## config.mk

```make
export PLATFORM = sky130hd
export DESIGN_NAME = hcu_top
export DESIGN_NICKNAME = d
export VERILOG_FILES = /design/src/hcu_top.v
export VERILOG_INCLUDE_DIRS = /design/src
export SDC_FILE = /design/constraint.sdc
export NUM_CORES = 1
export LEC_CHECK = 0
export BUFFER_PORTS_ARGS = -buffer_cell sky130_fd_sc_hd__buf_2
export CAP_MARGIN = 15
export CORE_ASPECT_RATIO = 0.7
export CORE_MARGIN = 4
export CORE_UTILIZATION = 30
export DETAILED_ROUTE_END_ITERATION = 12
export GPL_ROUTABILITY_DRIVEN = 0
export PLACE_DENSITY = 0.47
export RECOVER_POWER = 25
export SLEW_MARGIN = 15
export SYNTH_ARGS = -nofsm -noshare
export SYNTH_HDL_FRONTEND = slang
export SYNTH_SLANG_ARGS = --single-unit
```

## constraint.sdc

```tcl
create_clock -name hclk -period 5 [get_ports hclk]
set_clock_uncertainty 0.2 [all_clocks]
set_input_delay 1 -clock hclk [delete_from_list [all_inputs] [get_ports hclk]]
set_output_delay 1 -clock hclk [all_outputs]
set_load 0.05 [all_outputs]
```

## src/hcu_regs.vh

```
`ifndef HCU_REGS_VH
`define HCU_REGS_VH
// ----------------------------------------
// register byte addresses
// ----------------------------------------
`define HCU_ADDR_CTRL 12'h000
`define HCU_ADDR_STATUS 12'h004
`define HCU_ADDR_PARAM 12'h008
`define HCU_ADDR_IMG_LO 12'h00c
`define HCU_ADDR_IMG_HI 12'h010
`define HCU_ADDR_OCC 12'h014
`define HCU_ADDR_NVM 12'h018
// ----------------------------------------
// fields and values
// ----------------------------------------
`define HCU_CTRL_GD_WAIT 0
`define HCU_CTRL_ACK 1
`define HCU_CTRL_NEWFW 2
`define HCU_RX_CIRCLE_DEF 5'h02
`define HCU_RX_CIRCLE_MIN 5'h01
`define HCU_RX_CIRCLE_MAX 5'h10
`define HCU_ADDR_DEF 5'h0f
`define HCU_ADDR_MIN 5'h00
`define HCU_ADDR_MAX 5'h1f
`define HCU_BAUD_DEF 1'b1
`define HCU_RX_ID_NUM 5'h01
`define HCU_RX_OBJ_NUM 5'h01
`define HCU_TX_CIRCLE 5'h02
`define HCU_TX_ID_NUM 5'h02
`define HCU_TX_OBJ_NUM 5'h01
`define HCU_IDLE_100MS 2'h1
`define HCU_NVM_MAGIC 4'ha
`endif

```

## src/hcu_top.v

```verilog
// What this block does
// - source switch picks display or switch parameters
// - new firmware with source on ignores switches
// - display entry allows addresses zero to 31
// - occupied addresses shown with asterisk prefix
// - entry only while waiting, jog plus second
// - plus minus step value within range
// - automatic key advances and stores previous value
// - no entry: stored values, else defaults; here reset clears the stored copy, so defaults apply
// - receive circle 1 to 16, default two
// - other global data numbers are fixed
// - first two input bytes reserved, zero
// - key bytes base plus two to four
// - byte five: ack, key switch, override code
// - ack set after display data accepted
//
// Chosen here: the AHB-Lite interface to the registers and the register addresses.
`timescale 1ns/1ps
`default_nettype none
`include "hcu_regs.vh"
module hcu_top (
  input wire hclk,
  input wire hresetn,
  input wire hsel,
  input wire [11:0] haddr,
  input wire [1:0] htrans,
  input wire hwrite,
  input wire [2:0] hsize,
  input wire [31:0] hwdata,
  input wire hready,
  output reg [31:0] hrdata,
  output reg hreadyout,
  output reg hresp,
  input wire [3:0] config_switch_bank_a,
  input wire [3:0] address_switch_bank,
  input wire [23:0] key_in,
  input wire key_switch,
  input wire [4:0] override_code,
  output reg baud_fast,
  output reg [4:0] bus_addr,
  output reg [1:0] idle_sel,
  output reg entry_mode,
  output reg display_star,
  output reg [47:0] input_image
);
  // key positions (index = key number - 1)
  localparam K_JOG = 0;
  localparam K_SECOND = 1;
  localparam K_AUTO = 5;
  localparam K_PLUS = 21;
  localparam K_MINUS = 23;
  // one-hot entry states: idle plus one per adjustable parameter
  localparam S_IDLE = 4'b0001;
  localparam S_CIRC = 4'b0010;
  localparam S_BAUD = 4'b0100;
  localparam S_ADDR = 4'b1000;

  // ----------------------------------------
  // functions
  // ----------------------------------------
  // step a value up or down, clamped at its limits
  function [4:0] step_clamp;
    input [4:0] v;
    input up;
    input dn;
    input [4:0] lo;
    input [4:0] hi;
    begin
      step_clamp = v;
      if (up && !dn && v < hi) begin
        step_clamp = v + 5'h01;
      end else if (dn && !up && v > lo) begin
        step_clamp = v - 5'h01;
      end
    end
  endfunction

  // a write data phase aimed at one register offset
  function wr_hit;
    input pend;
    input wr;
    input [11:0] a;
    input [11:0] target;
    begin
      wr_hit = pend && wr && (a == target);
    end
  endfunction

  // switch one is address bit 3 (bit 4 stays zero), on meaning one
  function [4:0] sw_addr;
    input [3:0] sw;
    begin
      sw_addr = {1'b0, sw[0], sw[1], sw[2], sw[3]};
    end
  endfunction

  // ----------------------------------------
  // state
  // ----------------------------------------
  reg [31:0] ctrl_r;
  reg ack_r;
  reg [3:0] st_r;
  reg [4:0] circ_r;
  reg baud_r;
  reg [4:0] addr_r;
  reg [31:0] occ_r;
  reg [10:0] nvm_r;
  reg nvm_valid_r;
  reg [23:0] key_prev_r;
  reg loaded_r;
  reg bus_pend_r;
  reg bus_wr_r;
  reg [11:0] bus_addr_r;
  wire [23:0] key_rise;
  wire gd_wait;
  wire use_display;
  wire combo;

  // a key counts once per press; holding it does not repeat the step
  assign key_rise = key_in & ~key_prev_r;
  assign gd_wait = ctrl_r[`HCU_CTRL_GD_WAIT];
  // source switch is bank a switch 4 (bit 3)
  assign use_display = config_switch_bank_a[3];
  assign combo = key_in[K_JOG] & key_in[K_SECOND] & gd_wait;

  // ----------------------------------------
  // ahb-lite slave, zero wait states
  // ----------------------------------------
  always @(posedge hclk or negedge hresetn) begin
    if (!hresetn) begin
      bus_pend_r <= 1'b0;
      bus_wr_r <= 1'b0;
      bus_addr_r <= 12'h000;
      hreadyout <= 1'b0;
      hresp <= 1'b0;
    end else begin
      // hsize is not decoded: every register is one whole word
      hreadyout <= 1'b1;
      hresp <= 1'b0;
      if (hready) begin
        bus_pend_r <= hsel & htrans[1];
        bus_wr_r <= hwrite;
        bus_addr_r <= haddr;
      end
    end
  end

  // write side: ctrl word, occupancy word and ack that copies the ctrl ack bit one edge late
  always @(posedge hclk or negedge hresetn) begin
    if (!hresetn) begin
      ctrl_r <= 32'h00000001;
      ack_r <= 1'b0;
      occ_r <= 32'h00000000;
    end else begin
      // software owns the waiting flag and clears it once the first telegram is in
      if (wr_hit(bus_pend_r, bus_wr_r, bus_addr_r, `HCU_ADDR_CTRL)) begin
        ctrl_r <= hwdata;
      end
      if (wr_hit(bus_pend_r, bus_wr_r, bus_addr_r, `HCU_ADDR_OCC)) begin
        occ_r <= hwdata;
      end
      // ack follows the ctrl ack bit; it stays set until software clears that bit
      ack_r <= ctrl_r[`HCU_CTRL_ACK];
    end
  end

  // read data registered one edge after the address phase
  always @(posedge hclk or negedge hresetn) begin
    if (!hresetn) begin
      hrdata <= 32'h00000000;
    end else if (hready && hsel && htrans[1] && !hwrite) begin
      if (haddr == `HCU_ADDR_CTRL) begin
        hrdata <= ctrl_r;
      end else if (haddr == `HCU_ADDR_STATUS) begin
        // status packs the effective settings and the one-hot dialogue state
        hrdata <= {19'h00000, st_r, entry_mode, baud_fast, idle_sel, bus_addr};
      end else if (haddr == `HCU_ADDR_PARAM) begin
        hrdata <= {7'h00, `HCU_TX_OBJ_NUM, `HCU_TX_ID_NUM, `HCU_TX_CIRCLE,
                   `HCU_RX_OBJ_NUM, circ_r};
      end else if (haddr == `HCU_ADDR_IMG_LO) begin
        hrdata <= input_image[31:0];
      end else if (haddr == `HCU_ADDR_IMG_HI) begin
        hrdata <= {16'h0000, input_image[47:32]};
      end else if (haddr == `HCU_ADDR_OCC) begin
        hrdata <= occ_r;
      end else if (haddr == `HCU_ADDR_NVM) begin
        hrdata <= {20'h00000, nvm_valid_r, nvm_r};
      end else begin
        // unmapped offsets read as zero and still answer okay
        hrdata <= 32'h00000000;
      end
    end
  end

  // ----------------------------------------
  // parameter entry dialogue
  // ----------------------------------------
  // non-volatile copy modelled as a register that survives only soft state;
  // a real part would back it with flash, here it is written per advance
  always @(posedge hclk or negedge hresetn) begin
    if (!hresetn) begin
      st_r <= S_IDLE;
      circ_r <= `HCU_RX_CIRCLE_DEF;
      baud_r <= `HCU_BAUD_DEF;
      addr_r <= `HCU_ADDR_DEF;
      nvm_r <= 11'h000;
      nvm_valid_r <= 1'b0;
      key_prev_r <= 24'h000000;
      loaded_r <= 1'b0;
    end else begin
      key_prev_r <= key_in;
      // reset clears the stored copy, so the load one edge after reset always keeps the defaults
      if (!loaded_r) begin
        loaded_r <= 1'b1;
        // take stored values, defaults stay if none are stored
        if (nvm_valid_r) begin
          circ_r <= nvm_r[4:0];
          baud_r <= nvm_r[5];
          addr_r <= {1'b0, nvm_r[9:6]} | {nvm_r[10], 4'h0};
        end
      end
      // only one parameter is open at a time, so plus and minus touch just that one
      case (st_r)
        S_IDLE: begin
          if (combo) begin
            st_r <= S_CIRC;
          end
        end
        S_CIRC: begin
          circ_r <= step_clamp(circ_r, key_rise[K_PLUS], key_rise[K_MINUS],
                               `HCU_RX_CIRCLE_MIN, `HCU_RX_CIRCLE_MAX);
          if (key_rise[K_AUTO]) begin
            st_r <= S_BAUD;
            nvm_r[4:0] <= circ_r;
            nvm_valid_r <= 1'b1;
          end
        end
        S_BAUD: begin
          // only two rates, plus picks fast, minus slow
          if (key_rise[K_PLUS]) begin
            baud_r <= 1'b1;
          end else if (key_rise[K_MINUS]) begin
            baud_r <= 1'b0;
          end
          if (key_rise[K_AUTO]) begin
            st_r <= S_ADDR;
            nvm_r[5] <= baud_r;
          end
        end
        S_ADDR: begin
          addr_r <= step_clamp(addr_r, key_rise[K_PLUS], key_rise[K_MINUS],
                               `HCU_ADDR_MIN, `HCU_ADDR_MAX);
          if (key_rise[K_AUTO]) begin
            st_r <= S_IDLE;
            nvm_r[10:6] <= {addr_r[4], addr_r[3:0]};
          end
        end
        default: begin
          st_r <= S_IDLE;
        end
      endcase
    end
  end

  // ----------------------------------------
  // effective bus parameters and image
  // ----------------------------------------
  always @(posedge hclk or negedge hresetn) begin
    if (!hresetn) begin
      baud_fast <= `HCU_BAUD_DEF;
      bus_addr <= `HCU_ADDR_DEF;
      idle_sel <= 2'h0;
      entry_mode <= 1'b0;
      display_star <= 1'b0;
      input_image <= 48'h000000000000;
    end else begin
      entry_mode <= (st_r != S_IDLE);
      // asterisk when the address on show is held by another node
      display_star <= (st_r == S_ADDR) && occ_r[addr_r];
      // the switches are read live; a change takes effect on the next edge
      if (use_display) begin
        baud_fast <= baud_r;
        bus_addr <= addr_r;
      end else begin
        baud_fast <= config_switch_bank_a[2];
        bus_addr <= sw_addr(address_switch_bank);
      end
      // newer firmware in display mode ignores the idle switches
      if (use_display && ctrl_r[`HCU_CTRL_NEWFW]) begin
        idle_sel <= 2'h0;
      end else begin
        idle_sel <= (config_switch_bank_a[1:0] == 2'b10) ? `HCU_IDLE_100MS : 2'h0;
      end
      // bytes base..base+5, base in the low bits
      input_image <= {ack_r, key_switch, 1'b0, override_code,
                      key_in[23:20], 4'h0, key_in[15:8], key_in[7:0],
                      16'h0000};
    end
  end
endmodule
`default_nettype wire

```

# Word level (Yosys, flattened, before mapping)
# Index checks and enable logic that the tools add are counted.
# totals
reg_bits	200
input_bits	92
output_inout_bits	92
elab_cells	119
# classes
addsub	4
order_cmp	5
eq_ne	21
mux	33
bitwise_logic	6
reduce_logical	27
# op_table
op	count
2-to-1 mux 32 bit	6
2-to-1 mux 5 bit	11
equality test 12 x 5 -> 1 bit, second input constant	4
AND 24 bit	1
equality test 12 x 4 -> 1 bit, second input constant	2
zero test 12 bit	2
inverter 24 bit	1
2-to-1 mux 4 bit	4
case mux 4 bit (4 select lines)	1
logical AND 1 bit	14
equality test 12 x 3 -> 1 bit, second input constant	1
2-to-1 mux 12 bit	1
adder 5 x 1 -> 5 bit, second input constant	2
greater-than comparator 5 x 1 -> 1 bit, second input constant	2
< comparator 5 bit, second input constant	2
subtractor 5 x 1 -> 5 bit, second input constant	2
2-to-1 mux 1 bit	9
!= test 2 bit, second input constant	4
< comparator 5 x 6 -> 1 bit, second input constant	1
!= test 3 bit, second input constant	2
AND reduction 2 bit	3
AND reduction 3 bit	2
binary-select mux 1 bit (select 5 bit)	1
bitwise OR 4 x 5 -> 5 bit	1
11 further kinds	17

# Longest topological paths before layout
# Gate-level depths: netlist of the first run.
# logic_depth
depth_word	8
depth_mapped	10
ltp_nobuf	9

# Worst setup path before layout of the first run
# OpenSTA, ideal clock, no wires.
# synth_timing
kind	input port to flip-flop
from	in key_in[21]
to	reg addr_r[4]
setup_ps	121
t_arrival_ps	2730
slack_ps	1949
path_stages	8
path_buffers	0
path_cell_list	nor2b_1 o211ai_1 ha_1 nor2b_1 a221oi_1 xnor2_1 o211a_1 o22a_1
# synth_via
elab_chain_len	6
# synth_lines
item	line	rtl
from (decl)	hcu_top.v:36	input wire [23:0] key_in,
AND 24 bit (*)	hcu_top.v:120	assign key_rise = key_in & ~key_prev_r;
zero test 1 bit	hcu_top.v:72	end else if (dn && !up && v > lo) begin
logical AND 1 bit (2 in a row)	hcu_top.v:72	
!= test 3 bit (no source line)	--	
AND reduction 3 bit (no source line)	--	
to (signal assigned)	hcu_top.v:205	addr_r <= `HCU_ADDR_DEF;
to (signal assigned)	hcu_top.v:219	addr_r <= {1'b0, nvm_r[9:6]} | {nvm_r[10], 4'h0};
to (signal assigned)	hcu_top.v:251	addr_r <= step_clamp(addr_r, key_rise[K_PLUS], key_rise[K_MINUS],
to (decl)	hcu_top.v:105	reg [4:0] addr_r;
# Every way passes the cells marked *; elsewhere a longest branch is shown, timed or not.
# A chain may end at the register's enable or synchronous reset.

# Worst setup path after layout of the first run
# layout_timing
from	reg addr_r[0]
to	reg addr_r[4]
# layout_via
elab_chain_len	4
# layout_lines
item	line	rtl
< comparator 5 bit (tied with other cells)	hcu_top.v:70	if (up && !dn && v < hi) begin
logical AND 1 bit (tied with other cells)	hcu_top.v:70	
!= test 3 bit (no source line) or 2-to-1 mux 5 bit (tied branches)	--	
AND reduction 3 bit (no source line) or 2-to-1 mux 5 bit (tied branches)	--	
# Several ways; a longest one is shown, not always the timed one. The select of a mux whose other input is x is not followed.

==> flow_summary.yaml, run 1 <==
outcome:
  status: "complete, but fails checks"
  violations: "capacitance limit, slew limit"
clock_network:
  holdBufCountCts: 0
  numCtsBuffers: 17
  cts_max_path_buffers: 2
  numClockSinks: 175
  postCtsSetupRepairBufs: 0
  htreeDepth: 4
  cts_tree: "yes"
  clk_pin_slew_ps: 70
  cts-resized-gates: 0
  cts_root_buf: "clkbuf_16"
  insertion_delay_ps: 430
yosys:
  async_flop_share: 1.00
  synth_cell_type_count: 66
  synth.top_cell.area_share: 0.501
  ys_top_cells_by_count: "dfrtp_1 (162), mux2_2 (93), nand2_1 (50)"
  ys.warnings.count: 0
  synth.area.top_cells: "dfrtp_1 (50%), mux2_2 (13%), dfstp_2 (4.2%), o21ai_0 (3.0%), a22oi_1 (3.0%)"
  avgSynthCellArea_um2: 11.7
  synth_seq_cells: 175
  synth_area_leader_cell: "dfrtp_1"
  synth_most_common_cell: "dfrtp_1"
  synth_edf_count: 0
  synth_flop_cell: "dfrtp_1"
  synth_area_um2: 8090
  synthCells: 689
  yosysSeqAreaShare: 0.544
power:
  p_comb_frac: 0.146
  clkPwrFrac: 0.397
  power.density_nw_per_um2: 368
  p_int_mw: 2.52
  peakVddDrop_uv: 214
  power.share.switching: 0.297
  seqPwrFrac: 0.457
  p_leak_nw: 4.27
  power_switching_mw: 1.06
timing:
  setup_ws_ps: 1780
  finalSetupViolCount: 0
  layout_min_cycle_time_ps: 3220
  fin_crit_sh: 0.644
  rsz0062_at_grt: "no"
  final-hold-violation-count: 0
  worstMarginPinSlew_ps: 2500
  relSlewSlack: -0.667
  drv_slew: 98
  fmax_ghz: 0.310
  setup_tns_ps: 0
detailed_routing:
  firstDrtPassIters: 5
  routed-via-count: 5837
  drt_iter0_drc: 363
  avgViaCountPerCell: 4.86
  antenna_left: 0
  drt-total-wl_mm: 24.7
  wl_per_cell_um: 20.5
  drc: 0
finish:
  layoutNonFillerInstCount: 1202
  num_antenna_cells: 0
  drive_above_1_share: 0.369
  nets: 932
  area_growth_pct: 20.6
setup_path:
  required_ps: 5120
  critical_path_arrival_ps: 3340
  critPathKind: "reg -> reg"
  cp_top_family: "compound AO/OA/AOI/OAI gates"
  ff2ff_setup_slack_ps: 1780
  path_cells: "nand2_1 -> o211ai_1 -> ha_1 -> nor2b_1 -> a221oi_1 -> xnor2_1 -> o211a_1 -> o22a_1"
  r2r_start: "addr_r[0]"
  cp_slowest_stage_delay_ps: 810
  r2r_end: "addr_r[4]"
  startpoint_type: "register"
  end_kind: "register"
  reg2reg_depth: 8
  critPathMaxFanout: 14
  crit_slowest_cell: "dfstp_2"
  cp_num_buf_inv: 0
flow_run:
  cap_violations: 1
worst_hold_path:
  hp-start: "ack_r"
  hold_depth: 0
  min_path_type: "reg -> reg"
  hold_path_end: "input_image[47]"
placement:
  post-place-cells: 1170
  port_buffers: 152
  dp_slack_ps: 1510
  hpwl_mm: 17.7
global_routing:
  grt_max_degree: 98
  antenna_found_initial: 0
  grt_pass1_wl_mm: 38.2
  grt_pass1_vias: 6052
  grt-ovfl-total: 0
  groute.usage.overall: 0.168
floorplanning:
  fp.coreArea_um2: 26100
  rows: 49
  io_pins: 184
  die_y_um: 145
  die_w_um: 204
  initial_utilization: 0.310
  dieArea_um2: 29700
[state kept, by name (all words and copies together) (netlist names)]
register	flops
ack_r	1
addr_r	5
baud_fast	1
baud_r	1
bus_addr	5
bus_addr_r	12
bus_pend_r	1
bus_wr_r	1
circ_r	5
ctrl_r	32
display_star	1
entry_mode	1
hrdata	32
idle_sel	1
input_image	8
key_prev_r	19
loaded_r	1
nvm_r	11
nvm_valid_r	1
occ_r	32
st_r	4
[final cells by class]
cell class                      count  area (um^2)
Clock buffer                       18          439
Clock inverter                     14          179
Fill cell                        2670        16400
Inverter                           11         41.3
Multi-Input combinational cell    463         3400
Sequential cell                   175         4400
Tap cell                          357          447
Timing Repair Buffer              164          843
[worst reg2reg max path: stages (launching register included)]
cell	delay [ps]
dfstp_2	810
nand2_1	180
o211ai_1	550
ha_1	380
nor2b_1	140
a221oi_1	300
xnor2_1	140
o211a_1	230
o22a_1	180
[cell usage in the layout (no fill, tap or decap), types with 3 or more instances in the layout]
master,n
inv_6,5
nor3_1,15
nand3b_1,3
clkbuf_16,17
buf_4,12
buf_2,145
nor2b_1,10
a221oi_1,3
a21oi_1,24
mux4_2,7
bufinv_16,3
xnor2_1,3
a32oi_1,4
o21ai_0,48
o221ai_1,4
a31oi_1,7
nand4_1,4
nor4_1,5
conb_1,24
ha_1,7
mux2i_1,11
mux2_2,92
o22a_1,3
nand3_1,12
nor2_1,37
a211oi_1,6
and2_1,3
nand2b_1,8
nand2_1,50
dfstp_2,13
inv_1,11
clkbuf_1,6
a22oi_1,32
dfrtp_1,162
[how the worst max path moves through the flow]
stage | startpoint | cells after the start | endpoint | slack [ps]
after floorplan | key_in[21] | 8 | addr_r[4] | 1950
after global placement | key_in[21] | 9 | addr_r[4] | 1510
after detailed placement | key_in[21] | 9 | addr_r[4] | 1510
after CTS | addr_r[0] | 8 | addr_r[4] | 1740
after global routing | hresetn | 2 | hrdata[29] | 1370
final | addr_r[0] | 8 | addr_r[4] | 1780
[metal layers]
metal | vias to the layer above | share of wire | routed length, um | global-route usage
met3 | 4 | 0.051 | 1260 | 0.0356
li1 | 2738 | - | - | -
met2 | 136 | 0.43 | 10600 | 0.233
met5 | - | 0 | 0 | 0
met1 | 2959 | 0.52 | 12700 | 0.267
met4 | 0 | 0.0035 | 87 | 0.0388
[logic make-up after synthesis]
group / Yosys count / synth area share
multiplexers: 111 / 0.163
other: 2 / 0.000929
AND/OR/NAND/NOR: 167 / 0.107
AO/OA/AOI/OAI: 149 / 0.121
XOR/XNOR: 4 / 0.00433
adder cells (fa/ha/maj): 8 / 0.0133
flip-flops: 175 / 0.544
buffers and inverters: 73 / 0.0469
[power groups by stage]
stage	clock network, mW	registers, mW	logic, mW
floorplan	0	1.70	0.316
global placement	0	1.67	0.527
detailed placement	0	1.67	0.529
CTS	1.46	1.64	0.532
global route	1.53	1.66	0.575
finish	1.42	1.64	0.524
[per-stage QoR]
step	utilization	hold WS [ps]	cell area (um^2)	total power, mW
after detailed placement	0.350	151	9140	2.20
after global placement	0.350	145	9140	2.19
after CTS	0.374	167	9760	3.63
final	0.373	160	9750	3.59
after floorplan	-	131	8170	2.01
after global routing	0.373	175	9750	3.76
Note: power is estimated with default switching activity, not from simulation.
==> run 2: changes to the inputs <==
--- a/config.mk
+++ b/config.mk
@@ -13,7 +13,7 @@
 export CORE_UTILIZATION = 30
 export DETAILED_ROUTE_END_ITERATION = 12
 export GPL_ROUTABILITY_DRIVEN = 0
-export PLACE_DENSITY = 0.47
+export PLACE_DENSITY = 0.49
 export RECOVER_POWER = 25
 export SLEW_MARGIN = 15
 export SYNTH_ARGS = -nofsm -noshare
==> constraint.sdc (replaced) <==
create_clock -name hclk -period 2.7 [get_ports hclk]
set_clock_uncertainty 0.2 [all_clocks]
set_input_delay 0.54 -clock hclk [delete_from_list [all_inputs] [get_ports hclk]]
set_output_delay 0.54 -clock hclk [all_outputs]
set_load 0.05 [all_outputs]
==> run 2 against run 1 <==
Compared with the run above:
- total power rose by 85%
- critical path type unchanged
- the run still ends with capacitance limit, slew limit left
- core utilization rose by 2.2 points
- hold slack got worse by 130 ps
- largest power group unchanged
==> flow_summary.yaml, run 2 (same netlist as run 1, synthesis figures left out) <==
outcome:
  status: "complete, but fails checks"
  violations: "capacitance limit, slew limit"
finish:
  nFillCells: 2659
  design_area_um2: 10300
  layout.cells.most_common: "dfrtp_1"
  layoutNonFillerInstCount: 1265
  area_growth_pct: 27.5
  regArea_um2: 4400
  drive_above_1_share: 0.392
  num_antenna_cells: 0
  final_cell_mix: "dfrtp_1 (162), buf_2 (147), mux2_2 (93), nand2_1 (50), o21ai_0 (48)"
  multiInputGateArea_um2: 3420
  nets: 995
  final_util: 0.395
  reg_top3: "ctrl_r (32), hrdata (32), occ_r (32)"
detailed_routing:
  wl_per_cell_um: 19.6
  drc: 0
  routed-via-count: 6114
  avgViaCountPerCell: 4.83
  drt_iter0_drc: 321
  firstDrtPassIters: 4
  antenna_left: 0
  drt-total-wl_mm: 24.8
clock_network:
  htreeDepth: 4
  insertion_delay_ps: 440
  numClockSinks: 175
  cts_tree: "yes"
  cts_root_buf: "clkbuf_16"
  clk_pin_slew_ps: 70
  cts_max_path_buffers: 2
  numCtsBuffers: 17
flow_run:
  cap_violations: 1
global_routing:
  grt-ovfl-total: 0
  groute.usage.overall: 0.169
  grt_max_degree: 56
  antenna_found_initial: 2
  grt_pass1_wl_mm: 38.6
  grt_pass1_vias: 6302
power:
  power.density_nw_per_um2: 642
  p_int_mw: 4.62
  power.share.switching: 0.301
  peakVddDrop_uv: 428
  p_leak_nw: 4.56
  seqPwrFrac: 0.451
  power_switching_mw: 1.99
  clkPwrFrac: 0.379
  p_comb_frac: 0.170
floorplanning:
  die_y_um: 145
  io_pins: 184
  dieArea_um2: 29700
  initial_utilization: 0.310
  fp.coreArea_um2: 26100
  rows: 49
  die_w_um: 204
placement:
  port_buffers: 152
  post-place-cells: 1209
  dpl_cell_area_um2: 9500
  hpwl_mm: 18.0
setup_path:
  startpoint_type: "register"
  required_ps: 2830
  critical_path_arrival_ps: 2760
  critPathMaxFanout: 3
  end_kind: "register"
  critPathKind: "reg -> reg"
timing:
  layout_min_cycle_time_ps: 2630
  final-hold-violation-count: 0
  worstMarginPinSlew_ps: 1610
  finalSetupViolCount: 0
  relSlewSlack: -0.0709
  fmax_ghz: 0.380
  fin_crit_sh: 0.975
  hold-worst-slack_ps: 29.3
  rsz0062_at_grt: "yes"
  drv_slew: 53
worst_hold_path:
  min_path_type: "in -> reg"
[run 2: stage by stage]
stage	setup slack [ps]	power, mW	setup TNS, ps
floorplan	7.67	3.73	0
global placement	-70.6	4.12	-70.6
detailed placement	-92.7	4.14	-92.7
CTS	48.2	6.69	0
global route	-32.5	6.91	-32.5
finish	68.7	6.62	0
[run 2: area by class of cell]
cell class | instances | area share
inverter | 11 | 0.00400
multi-input combinational | 463 | 0.332
tap | 357 | 0.0433
clock inverter | 13 | 0.0147
sequential | 175 | 0.426
timing repair buffer | 227 | 0.138
clock buffer | 19 | 0.0420
[run 2: power by group through the flow]
stage	Sequential, mW	Combinational [mW]	Clock [mW]
after global placement	3.03	1.09	0
after global routing	3.01	1.24	2.67
after floorplan	3.14	0.587	0
after CTS	2.98	1.14	2.57
final	2.98	1.13	2.50
after detailed placement	3.03	1.11	0
[run 2: repair_timing]
item,CTS,global route
setup buffers,1,1
endpoints found under the hold margin,68,0
setup endpoints to repair,1,1
gates resized for setup,0,5
hold buffers,22,0
pin swaps,1,7
[run 2: routing by layer]
layer / track usage / vias to the layer above / wire (um)
met3: 0.0390 / 23 / 1320
met2: 0.250 / 157 / 10800
met4: 0.0382 / 4 / 293
li1: - / 2886 / -
met1: 0.252 / 3044 / 12300
met5: 0 / - / 21
[run 2: path summary, 6_finish.rpt]
| path | slack, ps | depth (start not counted) | endpoint | from |
|---|---|---|---|---|
| max in group asynchronous | 430 | 3 | addr_r[1] | hresetn |
| worst max-delay path | 70 | 10 | addr_r[4] | addr_r[2] |
| min in group asynchronous | 840 | 2 | bus_addr_r[10] | hresetn |
| worst min-delay path | 30 | 1 | key_prev_r[5] | key_in[5] |
| worst min register to register | 160 | 0 | input_image[47] | ack_r |
| worst max register to register | 70 | 10 | addr_r[4] | addr_r[2] |
[run 2: worst max-delay path, stage by stage (launching register included)]
cell and delay (ps):
dfstp_2 540, nand3_2 70, o211ai_1 340, buf_4 200, inv_2 40, fa_2 360
nor2b_2 130, a221oi_2 70, xnor2_1 240, a31oi_1 120, o22a_1 210
==> run 3: changes to the inputs <==
--- a/config.mk
+++ b/config.mk
@@ -8,7 +8,6 @@
 export LEC_CHECK = 0
 export BUFFER_PORTS_ARGS = -buffer_cell sky130_fd_sc_hd__buf_2
 export CAP_MARGIN = 15
-export CORE_ASPECT_RATIO = 0.7
 export CORE_MARGIN = 4
 export CORE_UTILIZATION = 30
 export DETAILED_ROUTE_END_ITERATION = 12
==> run 3 against run 2 <==
Compared with the run above:
- the flow now finishes without violations
- design area fell by 0.95%
- critical endpoint unchanged
- maximum frequency rose by 5.9%
- highest routed layer unchanged
- first-iteration DRC count rose by 27%
- hold slack improved by 4.3 ps
- clock-buffer cell count fell by 2
- flip-flop and latch count did not move
- final cell count fell by 2.8%
- die area fell by 0.14%
- non-clock buffer count fell by 13
- largest power group unchanged
- wire length fell by 3.3%
- total power rose by 0.27%
- clock power rose by 3%
==> flow_summary.yaml, run 3 (same netlist as run 1, synthesis figures left out) <==
outcome:
  status: "finished clean"
global_routing:
  antenna_found_initial: 4
  grt_max_degree: 61
  grt-ovfl-total: 0
  grt_pass1_wl_mm: 37.0
  grt_pass1_vias: 6251
  groute.usage.overall: 0.164
setup_path:
  required_ps: 2820
  critical_path_arrival_ps: 2610
  critPathMaxFanout: 4
  ff2ff_setup_slack_ps: 220
  r2r_start: "addr_r[0]"
  endpoint: "addr_r[4]"
  cp_num_cells: 9
  path_cells: "nand2_1 -> o211ai_1 -> buf_4 -> ha_1 -> nor2b_1 -> a221oi_2 -> xnor2_1 -> o211a_1 -> o22a_1"
  cp_slowest_stage_delay_ps: 530
  startpoint_type: "register"
  critPathKind: "reg -> reg"
  cp_num_buf_inv: 1
  end_kind: "register"
  cp_top_family: "compound AO/OA/AOI/OAI gates"
  r2r_end: "addr_r[4]"
  startpoint: "addr_r[0]"
  crit_slowest_cell: "dfstp_2"
  reg2reg_depth: 9
clock_network:
  clk_pin_slew_ps: 80
  htreeDepth: 4
  cts_tree: "yes"
  numClockSinks: 175
  numCtsBuffers: 17
  insertion_delay_ps: 430
  cts_root_buf: "clkbuf_16"
  cts_max_path_buffers: 2
detailed_routing:
  dr_wl_met2_mm: 10.8
  drc: 0
  avgViaCountPerCell: 4.96
  met1Wirelength_mm: 11.5
  routed-wl-met3_mm: 1.37
  antenna_left: 0
  routed-via-count: 6104
  wl_per_cell_um: 19.5
  drt-total-wl_mm: 24.0
  drt_iter0_drc: 408
  firstDrtPassIters: 5
  dr.max_layer_used: "met5"
power:
  peakVddDrop_uv: 291
  seqPwrFrac: 0.448
  p_int_mw: 4.56
  clkPwrFrac: 0.387
  power_switching_mw: 2.07
  power.density_nw_per_um2: 649
  p_comb_frac: 0.165
  power.share.switching: 0.312
  power_mw: 6.63
  p_leak_nw: 4.51
finish:
  layout.cells.most_common: "dfrtp_1"
  reg_top3: "ctrl_r (32), hrdata (32), occ_r (32)"
  final_cell_mix: "dfrtp_1 (162), buf_2 (145), mux2_2 (93), nand2_1 (50), o21ai_0 (48)"
  area_growth_pct: 26.3
  num_antenna_cells: 0
  drive_above_1_share: 0.379
  nets: 982
floorplanning:
  die_y_um: 172
  io_pins: 184
  dieArea_um2: 29600
  fp.coreArea_um2: 26300
  initial_utilization: 0.308
  rows: 59
  die_w_um: 172
placement:
  dp_slack_ps: -33.3
  hpwl_mm: 17.5
  port_buffers: 152
timing:
  final-hold-violation-count: 0
  fin_crit_sh: 0.920
  fmax_ghz: 0.403
  rsz0062_at_grt: "no"
  drv_slew: 0
  relSlewSlack: 0.0718
  finalSetupViolCount: 0
  worstMarginPinSlew_ps: 1390
  setup_ws_ps: 216
  layout_min_cycle_time_ps: 2480
  hold-worst-slack_ps: 33.6
worst_hold_path:
  min_path_type: "in -> reg"
flow_run:
  cap_violations: 0
==> run 3: changes by cell type in the layout (fill, tap and decap cells not counted), sizes merged <==
cell         previous run  this run
clkinv                  5         4
bufinv                  2         1
clkbuf                 28        29
inv                    16        20
dlygate4sd3            22        21
buf                   196       181
==> run 3: final cells by class <==
class	instances	area, um^2
timing repair buffer	214	1330
clock buffer	17	425
inverter	11	41.3
fill	2605	16100
sequential	175	4400
clock inverter	15	189
tap	335	419
multi-input combinational	463	3410
==> run 3: power groups by stage <==
stage | sequential (mW) | clock [mW] | combinational, mW
floorplan | 3.14 | 0 | 0.587
CTS | 2.97 | 2.64 | 1.11
global route | 3.00 | 2.76 | 1.20
finish | 2.97 | 2.57 | 1.09
global placement | 3.02 | 0 | 1.08
detailed placement | 3.02 | 0 | 1.08
==> run 3: worst min-delay path by stage <==
stage               from         endpoint  slack, ps  depth (start not counted)
2_1_floorplan    hresetn            ack_r         40                          0
6_report       key_in[5]    key_prev_r[5]         30                          1
3_3_place_gp       ack_r  input_image[47]        130                          0
5_1_grt        key_in[5]    key_prev_r[5]         10                          1
3_5_place_dp       ack_r  input_image[47]        140                          0
4_1_cts        key_in[5]    key_prev_r[5]          2                          1
==> run 3: routing by layer <==
| metal | track usage | vias up |
|---|---|---|
| li1 | - | 2862 |
| met1 | 0.236 | 3021 |
| met2 | 0.251 | 188 |
| met3 | 0.0396 | 25 |
| met4 | 0.0427 | 8 |
| met5 | 0 | - |
==> run 3: stage by stage <==
stage / cell area (um^2) / std cells / util / setup TNS (ps)
floorplan: 8170 / 711 / - / 0
global placement: 9400 / 1176 / 0.358 / -21.1
global route: 10200 / 1230 / 0.389 / 0
finish: 10200 / 1230 / 0.389 / 0
detailed placement: 9400 / 1176 / 0.358 / -33.3
CTS: 10200 / 1229 / 0.389 / 0
==> run 3: what timing repair did <==
| item | in CTS | in global routing |
|---|---|---|
| setup buffers | 0 | 1 |
| hold endpoints to repair | 63 | 0 |
| hold buffers | 21 | 0 |
| endpoints found under the setup margin | 0 | 1 |
| gates resized for setup | 0 | 2 |
